$ cat src/logic/rmad_pkg.sv
// Constants, commands, states and carriers of the radio MAC datapath
package rmad_pkg;

  // ------------------------------------------------------------
  // Timing
  // ------------------------------------------------------------
  localparam int unsigned CLK_HZ = 10_000_000;
  localparam int unsigned TB_HZ  = 250_000;
  localparam logic [7:0]  TB_DIV_LAST = 8'(CLK_HZ / TB_HZ - 1);
  localparam logic [4:0]  SLOT_LAST   = 5'h13;

  // ------------------------------------------------------------
  // Random generator and checksum
  // ------------------------------------------------------------
  localparam logic [31:0] LFSR_SEED = 32'h00000001;
  localparam logic [31:0] LFSR_TAPS = 32'h80200003;
  localparam logic [15:0] CRC_POLY  = 16'h8408;
  localparam logic [15:0] CRC_INIT  = 16'h0000;
  localparam logic [15:0] CRC_GOOD  = 16'h0000;

  // ------------------------------------------------------------
  // Frame layout
  // ------------------------------------------------------------
  localparam logic [7:0] PRE_BYTE = 8'h00;
  localparam logic [7:0] PRE_LEN  = 8'h04;
  localparam logic [7:0] SFD_BYTE = 8'ha7;
  localparam logic [7:0] HDR_LAST = 8'h05;
  localparam logic [7:0] FCS_LEN  = 8'h02;
  localparam logic [7:0] MIN_LEN  = 8'h02;
  localparam logic [7:0] SEQ_IDX  = 8'h02;

  // ------------------------------------------------------------
  // Event vector positions
  // ------------------------------------------------------------
  localparam int EV_N     = 7;
  localparam int EV_SOFT  = 0;
  localparam int EV_SYNC  = 1;
  localparam int EV_BEGIN = 2;
  localparam int EV_DONE  = 3;
  localparam int EV_CRC   = 4;
  localparam int EV_FLT   = 5;
  localparam int EV_LVL   = 6;

  // ------------------------------------------------------------
  // Types
  // ------------------------------------------------------------
  typedef enum logic [2:0] {
    ACT_NONE, ACT_RX, ACT_TX, ACT_CCA, ACT_ED, ACT_IDLE
  } rmad_act_t;

  typedef enum logic [2:0] {
    MC_IDLE, MC_RX, MC_RESTART, MC_TX, MC_CCA, MC_ED
  } rmad_mcmd_t;

  typedef enum logic [2:0] {
    MS_IDLE, MS_RX, MS_TX, MS_CCA, MS_ED
  } rmad_mstate_t;

  typedef enum logic [3:0] {
    S_IDLE, S_SLOT, S_TX_HDR, S_TX_FETCH, S_TX_SEND, S_TX_FCS,
    S_RX_LEN, S_RX_BODY, S_RX_CHECK, S_MODEM_WAIT
  } rmad_seq_t;

  typedef struct packed {
    logic        req;
    logic        we;
    logic [31:0] addr;
    logic [7:0]  wdata;
  } rmad_mem_t;

  typedef struct packed {
    logic       valid;
    logic [7:0] data;
  } rmad_byte_t;

  typedef struct packed {
    logic       valid;
    logic [7:0] idx;
    logic [7:0] data;
  } rmad_hdr_t;

  typedef struct packed {
    rmad_seq_t     st;
    rmad_act_t     act;
    logic          pend;
    logic [7:0]    div;
    logic [31:0]   tb;
    logic [4:0]    slot;
    logic [31:0]   lfsr;
    logic [31:0]   rx_ts;
    logic [31:0]   cpl_ts;
    logic [15:0]   crc;
    logic [7:0]    idx;
    logic [7:0]    len;
    logic [7:0]    rxcnt;
    logic [7:0]    buf_byte;
    logic [7:0]    seq;
    logic          busy_seen;
    rmad_mstate_t  ms1;
    rmad_mstate_t  ms2;
    rmad_mcmd_t    cmd;
    logic          cmd_stb;
    rmad_mem_t     mem;
    rmad_byte_t    tx;
    rmad_hdr_t     hdr;
    logic [EV_N-1:0] ev;
    logic [EV_N-1:0] status;
  } rmad_state_t;

  localparam rmad_state_t ST_RESET = '{
    st: S_IDLE, act: ACT_NONE, ms1: MS_IDLE, ms2: MS_IDLE, cmd: MC_IDLE,
    lfsr: LFSR_SEED, crc: CRC_INIT, default: '0
  };

endpackage

$ cat src/logic/rmad_top.sv
// Sequencer, packet path, byte DMA, checksum, random and slot timing
`timescale 1ns/100ps
module rmad_top (
  input  wire logic                    clk,
  input  wire logic                    rst,
  input  wire logic                    ce,
  input  wire logic                    soft_rst,
  input  wire logic                    action_wr,
  input  wire rmad_pkg::rmad_act_t     action_cmd,
  input  wire logic                    start_armed,
  input  wire logic                    start_fire,
  input  wire logic                    soft_timer_fire,
  input  wire logic                    rnd_wr,
  input  wire logic [31:0]             rnd_wdata,
  output logic [31:0]                  rnd_value,
  input  wire logic [31:0]             tx_buffer_pointer,
  input  wire logic [31:0]             rx_buffer_pointer,
  input  wire logic [7:0]              tx_byte_length,
  input  wire logic [7:0]              rx_level_threshold,
  output logic [7:0]                   rx_byte_count,
  input  wire logic                    csma_slotted,
  input  wire logic                    use_slot_offset,
  input  wire logic [4:0]              slot_offset_preload,
  input  wire logic                    beacon_event,
  output rmad_pkg::rmad_mem_t          mem,
  input  wire logic [7:0]              mem_rdata,
  input  wire logic                    mem_ack,
  output logic                         bus_stall,
  output rmad_pkg::rmad_mcmd_t         modem_cmd,
  output logic                         modem_cmd_stb,
  input  wire rmad_pkg::rmad_mstate_t  modem_state,
  output rmad_pkg::rmad_byte_t         tx,
  input  wire logic                    tx_ready,
  input  wire logic                    rx_valid,
  input  wire logic [7:0]              rx_byte,
  output rmad_pkg::rmad_hdr_t          hdr,
  input  wire logic                    filter_reject,
  output logic [7:0]                   seq_number,
  output logic [rmad_pkg::EV_N-1:0]    events,
  output logic [rmad_pkg::EV_N-1:0]    event_status,
  input  wire logic [rmad_pkg::EV_N-1:0] event_clear,
  input  wire logic [rmad_pkg::EV_N-1:0] event_mask,
  output logic                         irq,
  output logic [31:0]                  rx_sync_timestamp,
  output logic [31:0]                  completion_timestamp,
  output logic [31:0]                  timebase
);

  // ------------------------------------------------------------
  // Helpers
  // ------------------------------------------------------------
  function automatic logic [31:0] lfsr_step(input logic [31:0] v);
    lfsr_step = (v >> 1) ^ (v[0] ? rmad_pkg::LFSR_TAPS : 32'h0);
  endfunction

  function automatic logic [15:0] crc_byte(input logic [15:0] c,
                                           input logic [7:0]  d);
    logic [15:0] x;
    x = c ^ {8'h00, d};
    for (int i = 0; i < 8; i++) begin
      x = (x >> 1) ^ (x[0] ? rmad_pkg::CRC_POLY : 16'h0);
    end
    crc_byte = x;
  endfunction

  rmad_pkg::rmad_state_t   r;
  rmad_pkg::rmad_state_t   n;
  logic [rmad_pkg::EV_N-1:0] new_ev;
  logic                    tick;
  logic                    slot_edge;
  logic                    tx_free;
  logic                    done;
  logic                    restart;

  // ------------------------------------------------------------
  // Next state
  // ------------------------------------------------------------
  always_comb begin
    n = r;
    new_ev = '0;
    done = 1'b0;
    restart = 1'b0;
    n.ms1 = modem_state;
    n.ms2 = r.ms1;
    n.cmd_stb = 1'b0;
    n.hdr.valid = 1'b0;

    tick = (r.div == rmad_pkg::TB_DIV_LAST);
    n.div = tick ? 8'h00 : r.div + 8'h01;
    if (tick) begin
      n.tb = r.tb + 32'h1;
    end
    slot_edge = tick && (r.slot == rmad_pkg::SLOT_LAST);
    if (beacon_event) begin
      n.slot = use_slot_offset ? slot_offset_preload : 5'h00;
    end else if (tick) begin
      n.slot = slot_edge ? 5'h00 : r.slot + 5'h01;
    end

    n.lfsr = rnd_wr ? rnd_wdata : lfsr_step(r.lfsr);

    if (r.mem.req && mem_ack) begin
      n.mem.req = 1'b0;
    end
    tx_free = !r.tx.valid || tx_ready;
    if (r.tx.valid && tx_ready) begin
      n.tx.valid = 1'b0;
    end

    if (soft_timer_fire) begin
      new_ev[rmad_pkg::EV_SOFT] = 1'b1;
    end

    unique case (r.st)
      rmad_pkg::S_IDLE: begin
        if (start_fire && !r.pend) begin
          done = 1'b1;
        end else if (r.pend && (start_fire || !start_armed)) begin
          new_ev[rmad_pkg::EV_BEGIN] = start_fire;
          n.pend = 1'b0;
          n.cmd_stb = 1'b1;
          n.idx = 8'h00;
          n.crc = rmad_pkg::CRC_INIT;
          n.busy_seen = 1'b0;
          unique case (r.act)
            rmad_pkg::ACT_TX: begin
              n.cmd = rmad_pkg::MC_TX;
              n.len = tx_byte_length;
              n.st = csma_slotted ? rmad_pkg::S_SLOT : rmad_pkg::S_TX_HDR;
            end
            rmad_pkg::ACT_RX: begin
              n.cmd = rmad_pkg::MC_RX;
              n.st = rmad_pkg::S_RX_LEN;
            end
            rmad_pkg::ACT_CCA: begin
              n.cmd = rmad_pkg::MC_CCA;
              n.st = rmad_pkg::S_MODEM_WAIT;
            end
            rmad_pkg::ACT_ED: begin
              n.cmd = rmad_pkg::MC_ED;
              n.st = rmad_pkg::S_MODEM_WAIT;
            end
            default: begin
              n.cmd = rmad_pkg::MC_IDLE;
              done = 1'b1;
            end
          endcase
        end
      end
      rmad_pkg::S_SLOT: begin
        if (slot_edge) begin
          n.st = rmad_pkg::S_TX_HDR;
        end
      end
      rmad_pkg::S_TX_HDR: begin
        if (tx_free) begin
          n.tx.valid = 1'b1;
          n.tx.data = (r.idx < rmad_pkg::PRE_LEN) ? rmad_pkg::PRE_BYTE :
                      (r.idx == rmad_pkg::PRE_LEN) ? rmad_pkg::SFD_BYTE : r.len;
          n.idx = r.idx + 8'h01;
          if (r.idx == rmad_pkg::HDR_LAST) begin
            n.idx = 8'h00;
            n.st = (r.len > rmad_pkg::FCS_LEN) ? rmad_pkg::S_TX_FETCH
                                                : rmad_pkg::S_TX_FCS;
          end
        end
      end
      rmad_pkg::S_TX_FETCH: begin
        if (!r.mem.req) begin
          n.mem.req = 1'b1;
          n.mem.we = 1'b0;
          n.mem.addr = tx_buffer_pointer + {24'h0, r.idx};
        end else if (mem_ack) begin
          n.buf_byte = mem_rdata;
          n.st = rmad_pkg::S_TX_SEND;
        end
      end
      rmad_pkg::S_TX_SEND: begin
        if (tx_free) begin
          n.tx.valid = 1'b1;
          n.tx.data = r.buf_byte;
          n.crc = crc_byte(r.crc, r.buf_byte);
          n.idx = r.idx + 8'h01;
          if (r.idx + 8'h01 == r.len - rmad_pkg::FCS_LEN) begin
            n.idx = 8'h00;
            n.st = rmad_pkg::S_TX_FCS;
          end else begin
            n.st = rmad_pkg::S_TX_FETCH;
          end
        end
      end
      rmad_pkg::S_TX_FCS: begin
        if (r.idx == rmad_pkg::FCS_LEN) begin
          if (!r.tx.valid) begin
            done = 1'b1;
          end
        end else if (tx_free) begin
          n.tx.valid = 1'b1;
          n.tx.data = r.idx[0] ? r.crc[15:8] : r.crc[7:0];
          n.idx = r.idx + 8'h01;
        end
      end
      rmad_pkg::S_RX_LEN: begin
        if (rx_valid) begin
          n.len = rx_byte;
          n.idx = 8'h00;
          n.rxcnt = 8'h00;
          n.crc = rmad_pkg::CRC_INIT;
          if (rx_byte < rmad_pkg::MIN_LEN) begin
            restart = 1'b1;
          end else begin
            new_ev[rmad_pkg::EV_SYNC] = 1'b1;
            n.rx_ts = r.tb;
            n.st = rmad_pkg::S_RX_BODY;
          end
        end
      end
      rmad_pkg::S_RX_BODY: begin
        if (filter_reject) begin
          new_ev[rmad_pkg::EV_FLT] = 1'b1;
          restart = 1'b1;
        end else if (rx_valid) begin
          n.mem.req = 1'b1;
          n.mem.we = 1'b1;
          n.mem.addr = rx_buffer_pointer + {24'h0, r.idx};
          n.mem.wdata = rx_byte;
          n.crc = crc_byte(r.crc, rx_byte);
          n.hdr.valid = 1'b1;
          n.hdr.idx = r.idx;
          n.hdr.data = rx_byte;
          if (r.idx == rmad_pkg::SEQ_IDX) begin
            n.seq = rx_byte;
          end
          n.idx = r.idx + 8'h01;
          n.rxcnt = r.rxcnt + 8'h01;
          if (r.idx + 8'h01 == r.len) begin
            n.st = rmad_pkg::S_RX_CHECK;
          end
        end
      end
      rmad_pkg::S_RX_CHECK: begin
        if (!r.mem.req) begin
          if (r.crc == rmad_pkg::CRC_GOOD) begin
            done = 1'b1;
          end else begin
            new_ev[rmad_pkg::EV_CRC] = 1'b1;
            restart = 1'b1;
          end
        end
      end
      rmad_pkg::S_MODEM_WAIT: begin
        if (r.ms2 != rmad_pkg::MS_IDLE) begin
          n.busy_seen = 1'b1;
        end else if (r.busy_seen) begin
          done = 1'b1;
        end
      end
      default: begin
        done = 1'b1;
      end
    endcase

    // Fast restart skips modem warm-up and keeps the action alive
    if (restart) begin
      n.st = rmad_pkg::S_RX_LEN;
      n.cmd = rmad_pkg::MC_RESTART;
      n.cmd_stb = 1'b1;
    end
    if (done) begin
      new_ev[rmad_pkg::EV_DONE] = 1'b1;
      n.cpl_ts = r.tb;
      n.st = rmad_pkg::S_IDLE;
      if (r.cmd != rmad_pkg::MC_IDLE) begin
        n.cmd = rmad_pkg::MC_IDLE;
        n.cmd_stb = 1'b1;
      end
    end
    // Written after dispatch so a write in the start cycle is kept
    if (action_wr) begin
      n.act = action_cmd;
      n.pend = 1'b1;
    end

    // Zero threshold disables the level source
    new_ev[rmad_pkg::EV_LVL] = (rx_level_threshold != 8'h00) &&
                               (r.rxcnt >= rx_level_threshold);
    n.ev = new_ev;
    // Set beats clear in the same cycle
    n.status = (r.status & ~event_clear) | new_ev;

    if (soft_rst) begin
      n = rmad_pkg::ST_RESET;
    end
  end

  // ------------------------------------------------------------
  // State register
  // ------------------------------------------------------------
  always_ff @(posedge clk or posedge rst) begin
    if (rst) begin
      r <= rmad_pkg::ST_RESET;
    end else if (ce) begin
      r <= n;
    end
  end

  // ------------------------------------------------------------
  // Outputs
  // ------------------------------------------------------------
  assign rnd_value = r.lfsr;
  assign rx_byte_count = r.rxcnt;
  assign mem = r.mem;
  assign bus_stall = r.mem.req;
  assign modem_cmd = r.cmd;
  assign modem_cmd_stb = r.cmd_stb;
  assign tx = r.tx;
  assign hdr = r.hdr;
  assign seq_number = r.seq;
  assign events = r.ev;
  assign event_status = r.status;
  assign irq = |(r.status & event_mask);
  assign rx_sync_timestamp = r.rx_ts;
  assign completion_timestamp = r.cpl_ts;
  assign timebase = r.tb;
endmodule

$ cat config.mk
export PLATFORM = sky130hd
export DESIGN_NAME = rmad_top
export DESIGN_NICKNAME = d
export VERILOG_FILES = /design/src/logic/rmad_pkg.sv /design/src/logic/rmad_top.sv
export SDC_FILE = /design/constraint.sdc
export NUM_CORES = 1
export LEC_CHECK = 0
export BUFFER_PORTS_ARGS = -buffer_cell sky130_fd_sc_hd__buf_2
export CORE_ASPECT_RATIO = 1.75
export CORE_MARGIN = 2
export CORE_UTILIZATION = 43
export CTS_CLUSTER_DIAMETER = 40
export DETAILED_ROUTE_END_ITERATION = 10
export PLACE_DENSITY = 0.71
export REMOVE_ABC_BUFFERS = 1
export SLEW_MARGIN = 20
export SYNTH_ARGS = -nofsm -noshare
export SYNTH_HDL_FRONTEND = slang
export SYNTH_SLANG_ARGS = --single-unit
$ cat constraint.sdc
create_clock -name clk -period 15.4 [get_ports clk]
set_clock_uncertainty 0.15 [all_clocks]
set_input_delay 2.31 -clock clk [delete_from_list [all_inputs] [get_ports clk]]
set_output_delay 2.31 -clock clk [all_outputs]
set_load 0.005 [all_outputs]
; After elaboration in Yosys (flattened, before gate mapping)
; Cells that the tools add are included.
[classes]
eq_ne = 49
muxes = 131
n_lt_le_gt_ge = 4
n_reduce_logical = 58
bitwise_logic = 23
add_sub_neg = 8
[op_table]
columns = op, count
row1 = 2-to-1 mux 298 bit, 1
row2 = 2-to-1 mux 32 bit, 9
row3 = 2-to-1 mux 16 bit, 16
row4 = bitwise XOR 15 x 16 -> 16 bit, 16
row5 = 2-to-1 mux 8 bit, 20
row6 = 2-to-1 mux 4 bit, 22
row7 = 2-to-1 mux 42 bit, 2
row8 = 2-to-1 mux 24 bit, 3
row9 = case mux 34 bit (2 select lines), 1
row10 = inequality test 5 bit (second input constant), 13
row11 = adder 32 x 8 -> 32 bit, 2
row12 = case mux 16 bit (4 select lines), 1
row13 = 2-to-1 mux 17 bit, 3
row14 = case mux 8 bit (6 select lines), 1
row15 = 2-to-1 mux 40 bit, 1
row16 = 2-to-1 mux 9 bit, 4
row17 = inequality test 3 bit (second input constant), 12
row18 = 2-to-1 mux 34 bit, 1
row19 = adder 32 x 1 -> 32 bit (second input constant), 1
row20 = case mux 8 bit (2 select lines), 2
row21 = bitwise XOR 16 x 8 -> 16 bit, 2
row22 = bitwise XOR 31 x 32 -> 32 bit, 1
row23 = 2-to-1 mux 1 bit, 30
row24 = case mux 4 bit (7 select lines), 1
row25 = 57 further kinds, 108
[word_totals]
input_bits = 169
wordCells = 304
output_inout_bits = 232
regBits = 298

; Longest topological paths before layout
[logic_depth]
depth_word = 21
ltp_mapped = 12
mapped_depth_nobuf = 11

; Worst setup path before layout
; No wires, ideal clock.
[synth_timing]
kind = input-to-output
start = input event_mask[3] (netlist name)
end = output irq
t_arrival_ns = 2.727
path_buffers = 0
slack_ns = 10.213
required_ns = 12.940
cell_stages = 2
path_cell_list = a222oi_1 > nand3_1
[synth_between]
elab_chain_cells = 2
[synth_rtl]
columns = item, line_no
row1 = from (decl), rmad_top.sv:42  ; input wire logic [rmad_pkg::EV_N-1:0] event_mask,
row2 = bitwise AND 7 bit, rmad_top.sv:321  ; assign irq = |(r.status & event_mask);
row3 = OR reduction 7 bit, rmad_top.sv:321
row4 = to (decl), rmad_top.sv:43  ; output logic irq,
; No other way between the ends.

; Worst setup path in the final report
; Same ends and word-level chain as after synthesis.

==> run metrics <==
headroom to the max-slew limit=30.07%; number of routed nets with antenna violations=0; residual DRC count=0; Routed Wire Length=55.54 mm; unrepaired setup endpoints after global routing=false; NetSw=687.6 µW; number of synthesized register bits=298; met1 routed wirelength after detailed routing=20.59 mm; Post-CTS Resized=0; number of hold-repair buffers added at the cts stage=0; uppermost routed layer=met5; area used by sequential logic in the layout=7458 µm²; number of setup violations in the final report=0; Post-CTS Setup Repair Bufs=0; highest clock rate=0.1831 GHz; number of optimization iterations in the first detailed-route pass=5; Routed met2 length=28.69 mm; Hold Path Stages=1; Period Utilization, post-route=35.47%; Overflow after GRT=0; fillcell total=4006; post-synthesis instance area=18100 µm²; I/O pin count=401; power density of the placed cells=110.4 nW/µm²; FP Rows=99; first-iteration detailed-routing DRC count=1232; count of flip-flops with a built-in enable after synthesis=0; via density per instance=5.731; DP HPWL=40.26 mm; CTS HTree Levels=2; CTS tree=built; arrival time at the worst endpoint=3.00 ns; Total Die Area=43820 µm²; via count of the routed design=15210; starting utilization of the core area=43.49%; multi-input gate area in the final layout=8319 µm²; Overall Global Routing Usage=24.62%; max-cap viol count=0; internal power contribution=1.537 mW; standard cell core area=41620 µm²; leakage power figure=9.742 nW; Root Buffer=sky130_fd_sc_hd__clkbuf_16; type of the tightest min-delay check=reg2reg; Die W=159.1 µm; final hold violations=0; fin nets=2270; clock sinks=298; number of distinct library cells after synthesis=86; Slew @ Worst Pin=1.045 ns; share of synthesized registers carrying an async set or reset=100.0%; count of pins over their slew limit=0; Total Neg Setup Slack=0 ns; Clk pwr share=42.7%; fraction of power spent switching nets=30.91%; sequential power share=39.5%; highest net fanout along the worst path=1; area after detailed placement=18780 µm²; initial antenna violation count=8; result of the run=finished, final reports clean; number of port buffers=400; Startpoint Class=input pin; Yosys warning total=0; number of clock buffers inserted by TritonCTS=39; pin count of the biggest net entering global routing=103; final critical delay including setup and external delays=5.462 ns; non-filler cells in the finished layout=2654; number of global-route vias before repair=14960; worst vdd ir=0.08057 mV; average cell area after synthesis=9.311 µm²; Worst-Skew Late Latency=0.54 ns; count of mapped cells out of synthesis=1944; Routed WL per cell=20.93 µm; WP data required=12.94 ns; cell depth of the worst flop-to-flop path=6; clock-pin slew reported for the worst setup and hold paths after clock tree synthesis=0.06 ns; cell area after layout=20150 µm²; total chip power=2.225 mW; height of the die=275.4 µm; met3 WL=3.467 mm; part of the total power dissipated in combinational logic=17.9%; placed cells=2580; layout cell share with drive strength beyond 1=25.06%; first-pass GRT wire length=85.67 mm; Primary FF master, synth=sky130_fd_sc_hd__dfrtp_1; sequential element share of the synthesized area=41.20%; synthesis-to-layout area growth=11.31%; Worst Path Class, Setup=in2out; sort of element at the end of the critical path=output pin; CTS max path bufs=3; routability congestion estimate=0.9363
==> worst paths after layout <==
kind / end / startpoint / slack (ns)
worst max-delay path: irq / event_mask[3] / 9.94
worst min-delay path: hdr[16] / hdr[16] / 0.33
worst max register to register: rx_sync_timestamp[4] / r[295] / 11.34
worst min register to register: hdr[16] / hdr[16] / 0.33
max in group asynchronous: rnd_value[19] / rst / 11.01
min in group asynchronous: mem[39] / rst / 1.72
==> metrics by stage <==
step	hold WS, ns	util (%)	setup slack [ns]
after floorplan	0.3057	-	4.709
after global placement	0.2998	45.11	9.367
after detailed placement	0.3153	45.13	9.237
after CTS	0.3301	48.35	9.768
after global routing	0.3545	48.40	9.859
final	0.3277	48.41	9.938
==> power groups by stage <==
stage          clock, mW  sequential (mW)  combinational [mW]
5_1_grt            0.999            0.883               0.437
2_1_floorplan          0            0.872               0.246
6_report           0.949            0.878               0.397
3_5_place_dp           0            0.890               0.393
4_1_cts            0.969            0.876               0.395
3_3_place_gp           0            0.888               0.384
==> cells in the mapped netlist, drive strengths merged, types with 7 or more instances <==
cell type / n / area [µm²]
dfrtp: 297 / 7432
buf: 267 / 1926
nand2: 238 / 893.4
o21ai: 123 / 623.1
nor2: 98 / 367.9
xnor2: 76 / 665.6
a22o: 72 / 631.9
clkbuf: 69 / 260.2
xor2: 66 / 578.1
a21oi: 53 / 269.0
inv: 49 / 183.9
mux2i: 49 / 490.5
nor3: 43 / 230.2
nand3: 41 / 205.2
o2bb2ai: 41 / 359.1
ha: 33 / 412.9
o31ai: 32 / 240.2
nand4: 26 / 162.7
a22oi: 25 / 187.7
and3: 25 / 162.7
nor4: 21 / 143.9
a21o: 19 / 142.6
o221ai: 17 / 148.9
nand2b: 15 / 101.3
or3: 13 / 81.33
nor2b: 12 / 75.07
o22ai: 10 / 62.56
a2111oi: 9 / 91.34
a31oi: 8 / 50.05
a32o: 8 / 80.08
mux2: 7 / 82.57
nor3b: 7 / 52.55
==> critical path, stage by stage <==
cell	delay, ns
sky130_fd_sc_hd__buf_2	0.10
sky130_fd_sc_hd__a222oi_1	0.35
sky130_fd_sc_hd__nand3_1	0.10
sky130_fd_sc_hd__buf_2	0.14
==> state kept, by name (all words and copies together) (netlist names), 7 cells and up <==
register	cells
completion_timestamp	32
event_status	7
events	7
hdr	17
mem	41
r	68
rnd_value	32
rx_byte_count	8
rx_sync_timestamp	32
seq_number	8
timebase	32
tx	9
==> cells in the final DEF (no fill, tap or decap), types with 8 or more instances in the layout <==
cell type                   Yosys  final
sky130_fd_sc_hd__ha_1          33     33
sky130_fd_sc_hd__buf_2         21    400
sky130_fd_sc_hd__nand2b_1      14     14
sky130_fd_sc_hd__o22ai_1       10     10
sky130_fd_sc_hd__o221ai_1      17     17
sky130_fd_sc_hd__nand3_1       41     41
sky130_fd_sc_hd__a22o_1        71     71
sky130_fd_sc_hd__nor4_1        19     19
sky130_fd_sc_hd__a21oi_1       52     51
sky130_fd_sc_hd__nor2b_1       12     12
sky130_fd_sc_hd__or3_1         13     13
sky130_fd_sc_hd__o2bb2ai_1     41     41
sky130_fd_sc_hd__clkbuf_16      0     39
sky130_fd_sc_hd__o21ai_0      114    114
sky130_fd_sc_hd__and3_1        23     23
sky130_fd_sc_hd__a31oi_1        8      8
sky130_fd_sc_hd__buf_4        235     17
sky130_fd_sc_hd__xnor2_1       76     76
sky130_fd_sc_hd__nand4_1       26     26
sky130_fd_sc_hd__xor2_1        66     66
sky130_fd_sc_hd__a32o_1         8      8
sky130_fd_sc_hd__inv_1         48     46
sky130_fd_sc_hd__mux2i_1       49     49
sky130_fd_sc_hd__o31ai_1       32     32
sky130_fd_sc_hd__nor3_1        40     39
sky130_fd_sc_hd__a21o_1        19     19
sky130_fd_sc_hd__nand2_1      238    237
sky130_fd_sc_hd__nor2_1        98     96
sky130_fd_sc_hd__dfrtp_1      297    297
sky130_fd_sc_hd__a22oi_1       25     25
==> routing by layer <==
layer | vias to the layer above | GRT usage (%)
met5 | - | 0
met1 | 7464 | 28.28
met4 | 8 | 11.94
met3 | 177 | 4.553
li1 | 6918 | -
met2 | 642 | 44.21
==> layout make-up <==
class / count / share of cell area, %
Tap cell: 555 / 3.447
Sequential cell: 298 / 37.02
Inverter: 50 / 0.9688
Multi-Input combinational cell: 1260 / 41.29
Antenna cell: 4 / 0.04968
Clock buffer: 46 / 5.074
Timing Repair Buffer: 417 / 10.57
Clock inverter: 24 / 1.584
==> cell families after synthesis <==
group | synth area share, %
AOI/OAI and AO/OA | 17.88
xor gates and xnor gates | 7.002
adders and majority gates | 2.502
buffers and inverters | 13.11
DFF | 41.20
muxes | 3.166
and+or+nand+nor | 15.14
(Power assumes the default switching activity.)
